--- config.mk ---
export PLATFORM = sky130hd
export DESIGN_NAME = acs_adc_conversion_sequencer
export DESIGN_NICKNAME = d
export VERILOG_FILES = /design/src/acs_adc_conversion_sequencer.v
export VERILOG_INCLUDE_DIRS = /design/src /design/src/shared
export SDC_FILE = /design/constraint.sdc
export NUM_CORES = 1
export LEC_CHECK = 0
export BUFFER_PORTS_ARGS = -buffer_cell sky130_fd_sc_hd__buf_2
export CAP_MARGIN = 20
export CORE_MARGIN = 4
export CORE_UTILIZATION = 40
export CTS_BUF_LIST = sky130_fd_sc_hd__clkbuf_8
export CTS_CLUSTER_DIAMETER = 40
export DETAILED_ROUTE_END_ITERATION = 6
export PLACE_DENSITY = 0.64
export SKIP_LAST_GASP = 1
export SYNTH_ARGS = -nofsm -noshare
export SYNTH_HDL_FRONTEND = slang
export SYNTH_SLANG_ARGS = --single-unit
--- constraint.sdc ---
create_clock -name ref_clk -period 8.7 [get_ports ref_clk]
set_clock_uncertainty 0.15 [all_clocks]
set_input_delay 0 -clock ref_clk [delete_from_list [all_inputs] [get_ports ref_clk]]
set_output_delay 0 -clock ref_clk [all_outputs]
set_load 0.1 [all_outputs]
--- src/shared/acs_consts.vh ---
`ifndef ACS_CONSTS_VH
`define ACS_CONSTS_VH

// Register offsets
`define ACS_OFF_MAIN      8'h00
`define ACS_OFF_ACCUM     8'h01
`define ACS_OFF_REFCLK    8'h02
`define ACS_OFF_DELAY     8'h03
`define ACS_OFF_WINDOW    8'h04
`define ACS_OFF_SAMPLE_PHASE_EXTENSION   8'h05
`define ACS_OFF_COMMAND   8'h08
`define ACS_OFF_FLAGS     8'h0B
`define ACS_OFF_RESLO     8'h10
`define ACS_OFF_RESHI     8'h11
`define ACS_OFF_WINLO_L   8'h12
`define ACS_OFF_WINLO_H   8'h13
`define ACS_OFF_WINHI_L   8'h14
`define ACS_OFF_WINHI_H   8'h15
`define ACS_OFF_SLEEP     8'h18

// Reset value of every register
`define ACS_RST_REG       8'h00

// Field positions
`define ACS_BIT_ENABLE    0
`define ACS_BIT_CONTINUOUS_CONVERSION   1
`define ACS_BIT_RESOLUTION_SELECT    2
`define ACS_BIT_STANDBY   7
`define ACS_BIT_SAMPLE_CAPACITANCE_SELECT   6
`define ACS_BIT_VARY      4
`define ACS_BIT_FLAG_RDY  0
`define ACS_BIT_FLAG_WIN  1
`define ACS_BIT_SLP_STBY  0
`define ACS_BIT_SLP_DEEP  1

// Timing counts in converter clocks
`define ACS_SAMPLE_BASE   6'h02
`define ACS_CONV_CYCLES   6'h0B

`endif

--- src/acs_adc_conversion_sequencer.v ---
`timescale 1ns/1ps
`default_nettype none
`include "acs_consts.vh"

module acs_adc_conversion_sequencer #(
  parameter DATA_W = 10
) (
  // Clock and reset
  input  wire              ref_clk,
  input  wire              reset,
  // Register port
  input  wire [7:0]        regAddr,
  input  wire [7:0]        regWrData,
  input  wire              regWrite,
  input  wire              regRead,
  output reg  [7:0]        regRdData,
  // Chip sleep state
  input  wire              sleepStandby,
  input  wire              sleepDeep,
  // Analog core
  input  wire [DATA_W-1:0] coreData,
  output reg               coreEnable,
  output reg               coreSample,
  output reg               coreConvert,
  output reg               converterClockPulse,
  output reg               sampleCapacitanceSelect,
  output reg               voltageReferenceSelect,
  // Status
  output reg               conversionBusy
);

  localparam [5:0] ST_IDLE  = 6'b00_0001;
  localparam [5:0] ST_INIT  = 6'b00_0010;
  localparam [5:0] ST_SAMP  = 6'b00_0100;
  localparam [5:0] ST_CONV  = 6'b00_1000;
  localparam [5:0] ST_DELAY = 6'b01_0000;
  localparam [5:0] ST_DONE  = 6'b10_0000;

  reg  [7:0]  mainCtrl_q;
  reg  [2:0]  accumulationCount_q;
  reg  [7:0]  refClkCtrl_q;
  reg  [2:0]  startupDelay_q;
  reg         delayVariationEnable_q;
  reg  [3:0]  interSampleDelay_q;
  reg  [2:0]  windowMode_q;
  reg  [4:0]  samplePhaseExtension_q;
  reg  [15:0] windowLowThreshold_q;
  reg  [15:0] windowHighThreshold_q;
  reg  [15:0] conversionOutput_q;
  reg  [15:0] accum_q;
  reg         resultReadyFlag_q;
  reg         windowMatchFlag_q;
  reg         startConversionCommand_q;
  reg  [5:0]  state_q;
  reg  [8:0]  phaseCnt_q;
  reg  [6:0]  sampleCnt_q;
  reg  [7:0]  divCnt_q;
  reg         needInit_q;
  reg         deepPrev_q;
  reg         refPrev_q;

  wire keepRunningInStandby = mainCtrl_q[`ACS_BIT_STANDBY];
  wire resolutionSelect     = mainCtrl_q[`ACS_BIT_RESOLUTION_SELECT];
  wire continuousConversion = mainCtrl_q[`ACS_BIT_CONTINUOUS_CONVERSION];
  wire enableBit            = mainCtrl_q[`ACS_BIT_ENABLE];
  wire [1:0] refField       = refClkCtrl_q[5:4];
  wire [2:0] clockDividerSelect = refClkCtrl_q[2:0];

  // Converter halts in standby unless told to keep running
  wire active = enableBit && !sleepDeep &&
                (!sleepStandby || keepRunningInStandby);

  wire wrMain  = regWrite && (regAddr == `ACS_OFF_MAIN);
  wire wrCmd   = regWrite && (regAddr == `ACS_OFF_COMMAND);
  wire wrFlags = regWrite && (regAddr == `ACS_OFF_FLAGS);
  wire rdRes   = regRead && ((regAddr == `ACS_OFF_RESLO) || (regAddr == `ACS_OFF_RESHI));
  wire startReq = wrCmd && regWrData[0];
  wire abortReq = wrCmd && !regWrData[0];

  // Converter clock enable from the prescaler
  wire [7:0] divMask = (8'h02 << clockDividerSelect) - 8'h01;
  wire       tick    = ((divCnt_q & divMask) == divMask);

  always @(posedge ref_clk or posedge reset) begin
    if (reset) begin
      divCnt_q            <= 8'h00;
      converterClockPulse <= 1'b0;
    end else begin
      divCnt_q            <= active ? divCnt_q + 8'h01 : 8'h00;
      converterClockPulse <= active && tick;
    end
  end

  // Reserved codes fold onto code zero
  wire [6:0] samplesTarget = (accumulationCount_q == 3'h7) ? 7'h01 :
                             (7'h01 << accumulationCount_q);
  wire       useInternalRef = (refField == 2'h0) || (refField[1]);
  reg  [8:0] initCycles;
  always @* begin
    case (startupDelay_q)
      3'h1:    initCycles = 9'h010;
      3'h2:    initCycles = 9'h020;
      3'h3:    initCycles = 9'h040;
      3'h4:    initCycles = 9'h080;
      3'h5:    initCycles = 9'h100;
      default: initCycles = 9'h000;
    endcase
  end

  wire [5:0]  sampleCycles = `ACS_SAMPLE_BASE + {1'b0, samplePhaseExtension_q};
  wire [15:0] sampleValue  = resolutionSelect ?
                             {8'h00, coreData[DATA_W-1:DATA_W-8]} :
                             {{(16-DATA_W){1'b0}}, coreData};
  wire [15:0] accumNext    = accum_q + sampleValue;

  reg winMatch;
  always @* begin
    case (windowMode_q)
      3'h1:    winMatch = accumNext < windowLowThreshold_q;
      3'h2:    winMatch = accumNext > windowHighThreshold_q;
      3'h3:    winMatch = (accumNext > windowLowThreshold_q) &&
                          (accumNext < windowHighThreshold_q);
      3'h4:    winMatch = (accumNext < windowLowThreshold_q) ||
                          (accumNext > windowHighThreshold_q);
      default: winMatch = 1'b0;
    endcase
  end

  wire phaseEnd   = tick && (phaseCnt_q == 9'h000);
  wire lastSample = (sampleCnt_q + 7'h01 == samplesTarget);
  wire finish     = (state_q == ST_CONV) && phaseEnd && lastSample;

  // Sequencer
  always @(posedge ref_clk or posedge reset) begin
    if (reset) begin
      state_q                  <= ST_IDLE;
      phaseCnt_q               <= 9'h000;
      sampleCnt_q              <= 7'h00;
      accum_q                  <= 16'h0000;
      conversionOutput_q       <= 16'h0000;
      startConversionCommand_q <= 1'b0;
      needInit_q               <= 1'b1;
      deepPrev_q               <= 1'b0;
      refPrev_q                <= 1'b0;
    end else begin
      deepPrev_q <= sleepDeep;
      refPrev_q  <= useInternalRef;
      // Fresh enable, deep-sleep wake or switch to internal ref re-arms the delay
      if (!enableBit || (deepPrev_q && !sleepDeep) || (useInternalRef && !refPrev_q)) begin
        needInit_q <= 1'b1;
      end
      if (!enableBit || abortReq) begin
        state_q                  <= ST_IDLE;
        startConversionCommand_q <= 1'b0;
      end else if (active) begin
        case (state_q)
          ST_IDLE: begin
            if (startReq) begin
              startConversionCommand_q <= 1'b1;
              sampleCnt_q <= 7'h00;
              accum_q     <= 16'h0000;
              if (needInit_q && (initCycles != 9'h000)) begin
                state_q    <= ST_INIT;
                phaseCnt_q <= initCycles - 9'h001;
              end else begin
                state_q    <= ST_SAMP;
                phaseCnt_q <= {3'h0, sampleCycles} - 9'h001;
              end
              needInit_q <= 1'b0;
            end
          end
          ST_INIT: begin
            if (phaseEnd) begin
              state_q    <= ST_SAMP;
              phaseCnt_q <= {3'h0, sampleCycles} - 9'h001;
            end else if (tick) begin
              phaseCnt_q <= phaseCnt_q - 9'h001;
            end
          end
          ST_SAMP: begin
            if (phaseEnd) begin
              state_q    <= ST_CONV;
              phaseCnt_q <= {3'h0, `ACS_CONV_CYCLES} - 9'h001;
            end else if (tick) begin
              phaseCnt_q <= phaseCnt_q - 9'h001;
            end
          end
          ST_CONV: begin
            if (phaseEnd) begin
              accum_q     <= accumNext;
              sampleCnt_q <= sampleCnt_q + 7'h01;
              if (lastSample) begin
                conversionOutput_q <= accumNext;
                state_q            <= ST_DONE;
              end else if (interSampleDelay_q != 4'h0) begin
                state_q    <= ST_DELAY;
                phaseCnt_q <= {5'h00, interSampleDelay_q} - 9'h001;
              end else begin
                state_q    <= ST_SAMP;
                phaseCnt_q <= {3'h0, sampleCycles} - 9'h001;
              end
            end else if (tick) begin
              phaseCnt_q <= phaseCnt_q - 9'h001;
            end
          end
          ST_DELAY: begin
            if (phaseEnd) begin
              state_q    <= ST_SAMP;
              phaseCnt_q <= {3'h0, sampleCycles} - 9'h001;
            end else if (tick) begin
              phaseCnt_q <= phaseCnt_q - 9'h001;
            end
          end
          ST_DONE: begin
            sampleCnt_q <= 7'h00;
            accum_q     <= 16'h0000;
            if (continuousConversion) begin
              state_q    <= ST_SAMP;
              phaseCnt_q <= {3'h0, sampleCycles} - 9'h001;
            end else begin
              state_q                  <= ST_IDLE;
              startConversionCommand_q <= 1'b0;
            end
          end
          default: state_q <= ST_IDLE;
        endcase
      end
    end
  end

  // Registers and flags
  always @(posedge ref_clk or posedge reset) begin
    if (reset) begin
      mainCtrl_q             <= `ACS_RST_REG;
      accumulationCount_q    <= 3'h0;
      refClkCtrl_q           <= `ACS_RST_REG;
      startupDelay_q         <= 3'h0;
      delayVariationEnable_q <= 1'b0;
      interSampleDelay_q     <= 4'h0;
      windowMode_q           <= 3'h0;
      samplePhaseExtension_q <= 5'h00;
      windowLowThreshold_q   <= 16'h0000;
      windowHighThreshold_q  <= 16'h0000;
      resultReadyFlag_q      <= 1'b0;
      windowMatchFlag_q      <= 1'b0;
    end else begin
      if (wrMain) mainCtrl_q <= regWrData;
      if (regWrite && regAddr == `ACS_OFF_ACCUM) accumulationCount_q <= regWrData[2:0];
      if (regWrite && regAddr == `ACS_OFF_REFCLK) refClkCtrl_q <= {1'b0, regWrData[6:4],
                                                                  1'b0, regWrData[2:0]};
      if (regWrite && regAddr == `ACS_OFF_WINDOW) windowMode_q <= regWrData[2:0];
      if (regWrite && regAddr == `ACS_OFF_SAMPLE_PHASE_EXTENSION) samplePhaseExtension_q <= regWrData[4:0];
      if (regWrite && regAddr == `ACS_OFF_WINLO_L) windowLowThreshold_q[7:0] <= regWrData;
      if (regWrite && regAddr == `ACS_OFF_WINLO_H) windowLowThreshold_q[15:8] <= regWrData;
      if (regWrite && regAddr == `ACS_OFF_WINHI_L) windowHighThreshold_q[7:0] <= regWrData;
      if (regWrite && regAddr == `ACS_OFF_WINHI_H) windowHighThreshold_q[15:8] <= regWrData;
      if (regWrite && regAddr == `ACS_OFF_DELAY) begin
        startupDelay_q         <= regWrData[7:5];
        delayVariationEnable_q <= regWrData[`ACS_BIT_VARY];
        interSampleDelay_q     <= regWrData[3:0];
      end else if (active && delayVariationEnable_q && (state_q == ST_CONV) && phaseEnd) begin
        interSampleDelay_q <= interSampleDelay_q + 4'h1;
      end
      // Set wins over a same-cycle clear
      if (finish) begin
        resultReadyFlag_q <= 1'b1;
      end else if (rdRes || (wrFlags && regWrData[`ACS_BIT_FLAG_RDY])) begin
        resultReadyFlag_q <= 1'b0;
      end
      if (finish && winMatch) begin
        windowMatchFlag_q <= 1'b1;
      end else if (rdRes || (wrFlags && regWrData[`ACS_BIT_FLAG_WIN])) begin
        windowMatchFlag_q <= 1'b0;
      end
    end
  end

  // Outputs to the analog core, plus the busy status
  always @(posedge ref_clk or posedge reset) begin
    if (reset) begin
      coreEnable              <= 1'b0;
      coreSample              <= 1'b0;
      coreConvert             <= 1'b0;
      sampleCapacitanceSelect <= 1'b0;
      voltageReferenceSelect  <= 1'b0;
      conversionBusy          <= 1'b0;
    end else begin
      coreEnable              <= active;
      // Capacitor closed only in the sampling phase, open during delays
      coreSample              <= active && (state_q == ST_SAMP);
      coreConvert             <= active && (state_q == ST_CONV);
      sampleCapacitanceSelect <= refClkCtrl_q[`ACS_BIT_SAMPLE_CAPACITANCE_SELECT];
      voltageReferenceSelect  <= !useInternalRef;
      conversionBusy          <= startConversionCommand_q;
    end
  end

  // Read port, data one cycle after the strobe
  always @(posedge ref_clk or posedge reset) begin
    if (reset) begin
      regRdData <= 8'h00;
    end else if (regRead) begin
      case (regAddr)
        `ACS_OFF_MAIN:    regRdData <= {mainCtrl_q[7], 4'h0, mainCtrl_q[2:0]};
        `ACS_OFF_ACCUM:   regRdData <= {5'h00, accumulationCount_q};
        `ACS_OFF_REFCLK:  regRdData <= refClkCtrl_q;
        `ACS_OFF_DELAY:   regRdData <= {startupDelay_q, delayVariationEnable_q,
                                        interSampleDelay_q};
        `ACS_OFF_WINDOW:  regRdData <= {5'h00, windowMode_q};
        `ACS_OFF_SAMPLE_PHASE_EXTENSION: regRdData <= {3'h0, samplePhaseExtension_q};
        `ACS_OFF_COMMAND: regRdData <= {7'h00, startConversionCommand_q};
        `ACS_OFF_FLAGS:   regRdData <= {6'h00, windowMatchFlag_q, resultReadyFlag_q};
        `ACS_OFF_RESLO:   regRdData <= conversionOutput_q[7:0];
        `ACS_OFF_RESHI:   regRdData <= conversionOutput_q[15:8];
        `ACS_OFF_WINLO_L: regRdData <= windowLowThreshold_q[7:0];
        `ACS_OFF_WINLO_H: regRdData <= windowLowThreshold_q[15:8];
        `ACS_OFF_WINHI_L: regRdData <= windowHighThreshold_q[7:0];
        `ACS_OFF_WINHI_H: regRdData <= windowHighThreshold_q[15:8];
        `ACS_OFF_SLEEP:   regRdData <= {6'h00, sleepDeep, sleepStandby};
        default:          regRdData <= 8'h00;
      endcase
    end else begin
      regRdData <= 8'h00;
    end
  end

endmodule
`default_nettype wire

==> reports/qor.yml <==
floorplan:
  dieArea_sq_um: 25300
  core_area_sq_um: 22600
  start_util_pct: 40.5
  top_level_ports: 47
  rows: 55
  die_h_um: 159
  fp.dieW_um: 159
power:
  ir_worst_vdd_v: 0.0000748
  p_leak_uw: 0.00450
  p_per_area_nw_per_um2: 138
global_route:
  grt_pass1_wl_mm: 40.0
  grt_pass1_vias: 7113
  grt_use_total_pct: 19.5
  grt_max_degree: 78
  grt_overflow: 0
  antenna_found_initial: 0
synth:
  yosysSeqAreaShare_pct: 39.4
  synth-xor-area-share_pct: 3.26
  synth_nets: 1013
  syn_avg_cell_area_sq_um: 9.86
  synth_top_family_by_area: "compound AO/OA/AOI/OAI gates"
  synth_top_area_share_pct: 38.9
  synth_area_leader_cell: "dfrtp_1"
  yosysUniqueCellTypes: 94
  syn_area_sq_um: 9140
  async_reset_ff_share_pct: 100
  synth_compound_area_share_pct: 18.8
  synth_mux_area_share_pct: 10.6
  synth_edf_count: 0
  yosys.area_share.simple_pct: 16.6
  yosys_warnings: 0
  synth_seq_cells: 144
  synth.area.top_cells: "dfrtp_1, mux2_2, ha_1"
  synth_fa_ha_area_share_pct: 7.47
  ys_dominant_reg_cell: "dfrtp_1"
  synthCells: 927
timing:
  setup_viol: 0
  drv_slew: 0
  tns_ps: 0
  tightest_slew_ps: 871
  rsz0062_at_grt: "no"
  maxSlewHeadroom_pct: 41.9
  fin_crit_sh_pct: 61.9
  clock.fmax_ghz: 0.186
  finalHoldViolCount: 0
  post-route-min-period_ps: 5380
setup_path:
  crit_required_ps: 8890
  slowest_stage: "dfrtp_1"
  critPathKind: "flop to flop"
  cp_slowest_stage_delay_ps: 660
  end_kind: "flop"
  crit_chain: "mux2_2, dlygate4sd3_1, ha_1, fa_1, a21oi_1, o211ai_1, o41ai_1, o21a_1, nor2_1, xor2_1, ha_1, nand4_1, nor2_1, o21ai_0, a31oi_1, o311a_1, o2111ai_1, nand3_1"
  rrSetupSlack_ps: 3320
  worstPathMaxFanout: 12
  worstPathArrival_ps: 5570
  cp-start-kind: "flop"
cells_and_area:
  syn_to_final_growth_pct: 11.4
  final_layout_size_suffix_gt1_share_pct: 18.8
  final_cell_mix: "dfrtp_1, nand2_1, mux2_2, nor2_1, inv_1"
  layout_commonest_cell: "dfrtp_1"
  nNetsFinal: 1067
  diodes: 0
  final_util_pct: 45.1
  fin_cells: 1279
drt:
  drc: 0
  avgViaCountPerCell: 5.93
  wl_per_cell_um: 19.5
  antenna_left: 0
  wl_mm: 24.9
  drt_iter0_markers: 612
  vias: 7587
  detail_route.first_pass.iterations: 5
cts:
  cts_tree: "built"
  numCtsBuffers: 17
  cts_resized: 0
  post_cts_buffers: 0
  clock_latency_ps: 460
  htree_levels: 4
  cts_buffer_depth: 2
  clock_sinks: 144
  clk_pin_slew_ps: 100
  cts_root_buf: "clkbuf_8"
placement:
  numPlacedInstances: 1232
  gp_congestion: 0.947
  dp.final_hpwl_mm: 18.6
  io_buffers: 46
run:
  maxCapViolCount: 0
run_status:
  status: "finished, final reports clean"
hold_path:
  min-delay-path-class: "input pin to async pin"
## repair_timing
item	4_1_cts	5_1_grt
hold buffers	15	0
endpoints found under the hold margin	147	0
endpoints found under the setup margin	0	0
## final timing paths
kind                                  from                      end  depth (start not counted)
min in group ref_clk            regAddr[6]               needInit_q                          6
hold reg to reg            refClkCtrl_q[6]  sampleCapacitanceSelect                          0
hold / removal                       reset  windowLowThreshold_q[6]                          3
setup reg to reg             mainCtrl_q[2]        windowMatchFlag_q                         18
max in group asynchronous            reset           sampleCnt_q[5]                          4
setup / recovery             mainCtrl_q[2]        windowMatchFlag_q                         18
## state kept, by name, indices dropped and copies added, names as in the netlist, 3 cells and up
register and count:
interSampleDelay_q 4, accum_q 16, startupDelay_q 3, windowHighThreshold_q 16
samplePhaseExtension_q 5, windowLowThreshold_q 16, mainCtrl_q 4, divCnt_q 8
refClkCtrl_q 6, windowMode_q 3, accumulationCount_q 3, state_q 6
phaseCnt_q 9, conversionOutput_q 16, sampleCnt_q 7, regRdData 8
## cells by family (layout without fill, tap and decap cells)
kind of cell / Yosys count / in the layout
flops: 144 / 144
buf+inv: 88 / 155
fa+ha+maj: 54 / 54
mux: 84 / 84
simple gates: 279 / 279
compound gates: 244 / 244
xor+xnor: 34 / 34
## synthesized netlist by cell type, types with 3 or more instances
library cell and count:
nand2b_1 11, a41oi_1 5, and3_1 9, nand4b_1 3
o211ai_1 7, o21ai_1 3, o22ai_1 8, a22oi_1 12
nand4_1 12, nand2_1 64, a2bb2oi_1 3, inv_1 57
o21a_1 8, nor2_1 62, or2_2 4, mux2_4 10
xor2_1 12, nand3_1 30, nor4_1 7, mux2i_1 9
o22a_1 3, nor3_1 14, a21o_1 10, a222oi_1 7
buf_2 5, mux2_2 64, o31ai_1 4, o41ai_1 3
nand3b_1 9, a31oi_1 15, dfrtp_1 142, a221oi_1 9
and2_1 4, a211oi_1 7, ha_1 53, nor2b_1 12
o211a_1 3, o21ai_0 43, clkbuf_1 22, or3_1 8
xnor2_1 22, a21oi_1 46, a22o_1 20
## layer usage
layer,vias up,global-route usage (%),wire [um]
met5,-,0,0
li1,3575,-,-
met3,40,3.47,1200
met1,3711,26.6,11200
met4,0,5.44,544
met2,261,32.2,12000
## metrics by stage
stage                     worst slack, ps  total power [uW]  instance area, sq um  hold WS [ps]
after global routing                 2940              1470                 10200          89.5
after global placement               4080               863                  9630          24.3
after detailed placement             3990               865                  9630          23.2
final                                3320              1400                 10200          64.5
after CTS                            3350              1420                 10200          45.5
after floorplan                      4360               815                  9140          -119
## final cells by class
cell class                 instances  area [sq um]
sequential                       144          3610
timing repair buffer              66           418
multi-input combinational        695          5180
tap                              285           357
fill                            2173         12400
clock inverter                    13           146
inverter                          57           219
clock buffer                      19           262
## worst max-delay path: cells and delay by family (launching register included)
family / cells / cell delay [ps]
AOI/OAI and AO/OA: 8 / 1880
xor gates and xnor gates: 1 / 310
adders and majority gates: 3 / 950
buffers and inverters: 1 / 560
DFF: 1 / 660
muxes: 1 / 380
and+or+nand+nor: 4 / 360
## power by group
group	total [uW]	switching [uW]	internal [uW]	leakage (uW)
Clock	546	293	253	0.000204
Combinational	153	91.7	61.0	0.00233
Sequential	705	21.8	683	0.00196
Note: power is estimated with default switching activity, not from simulation.
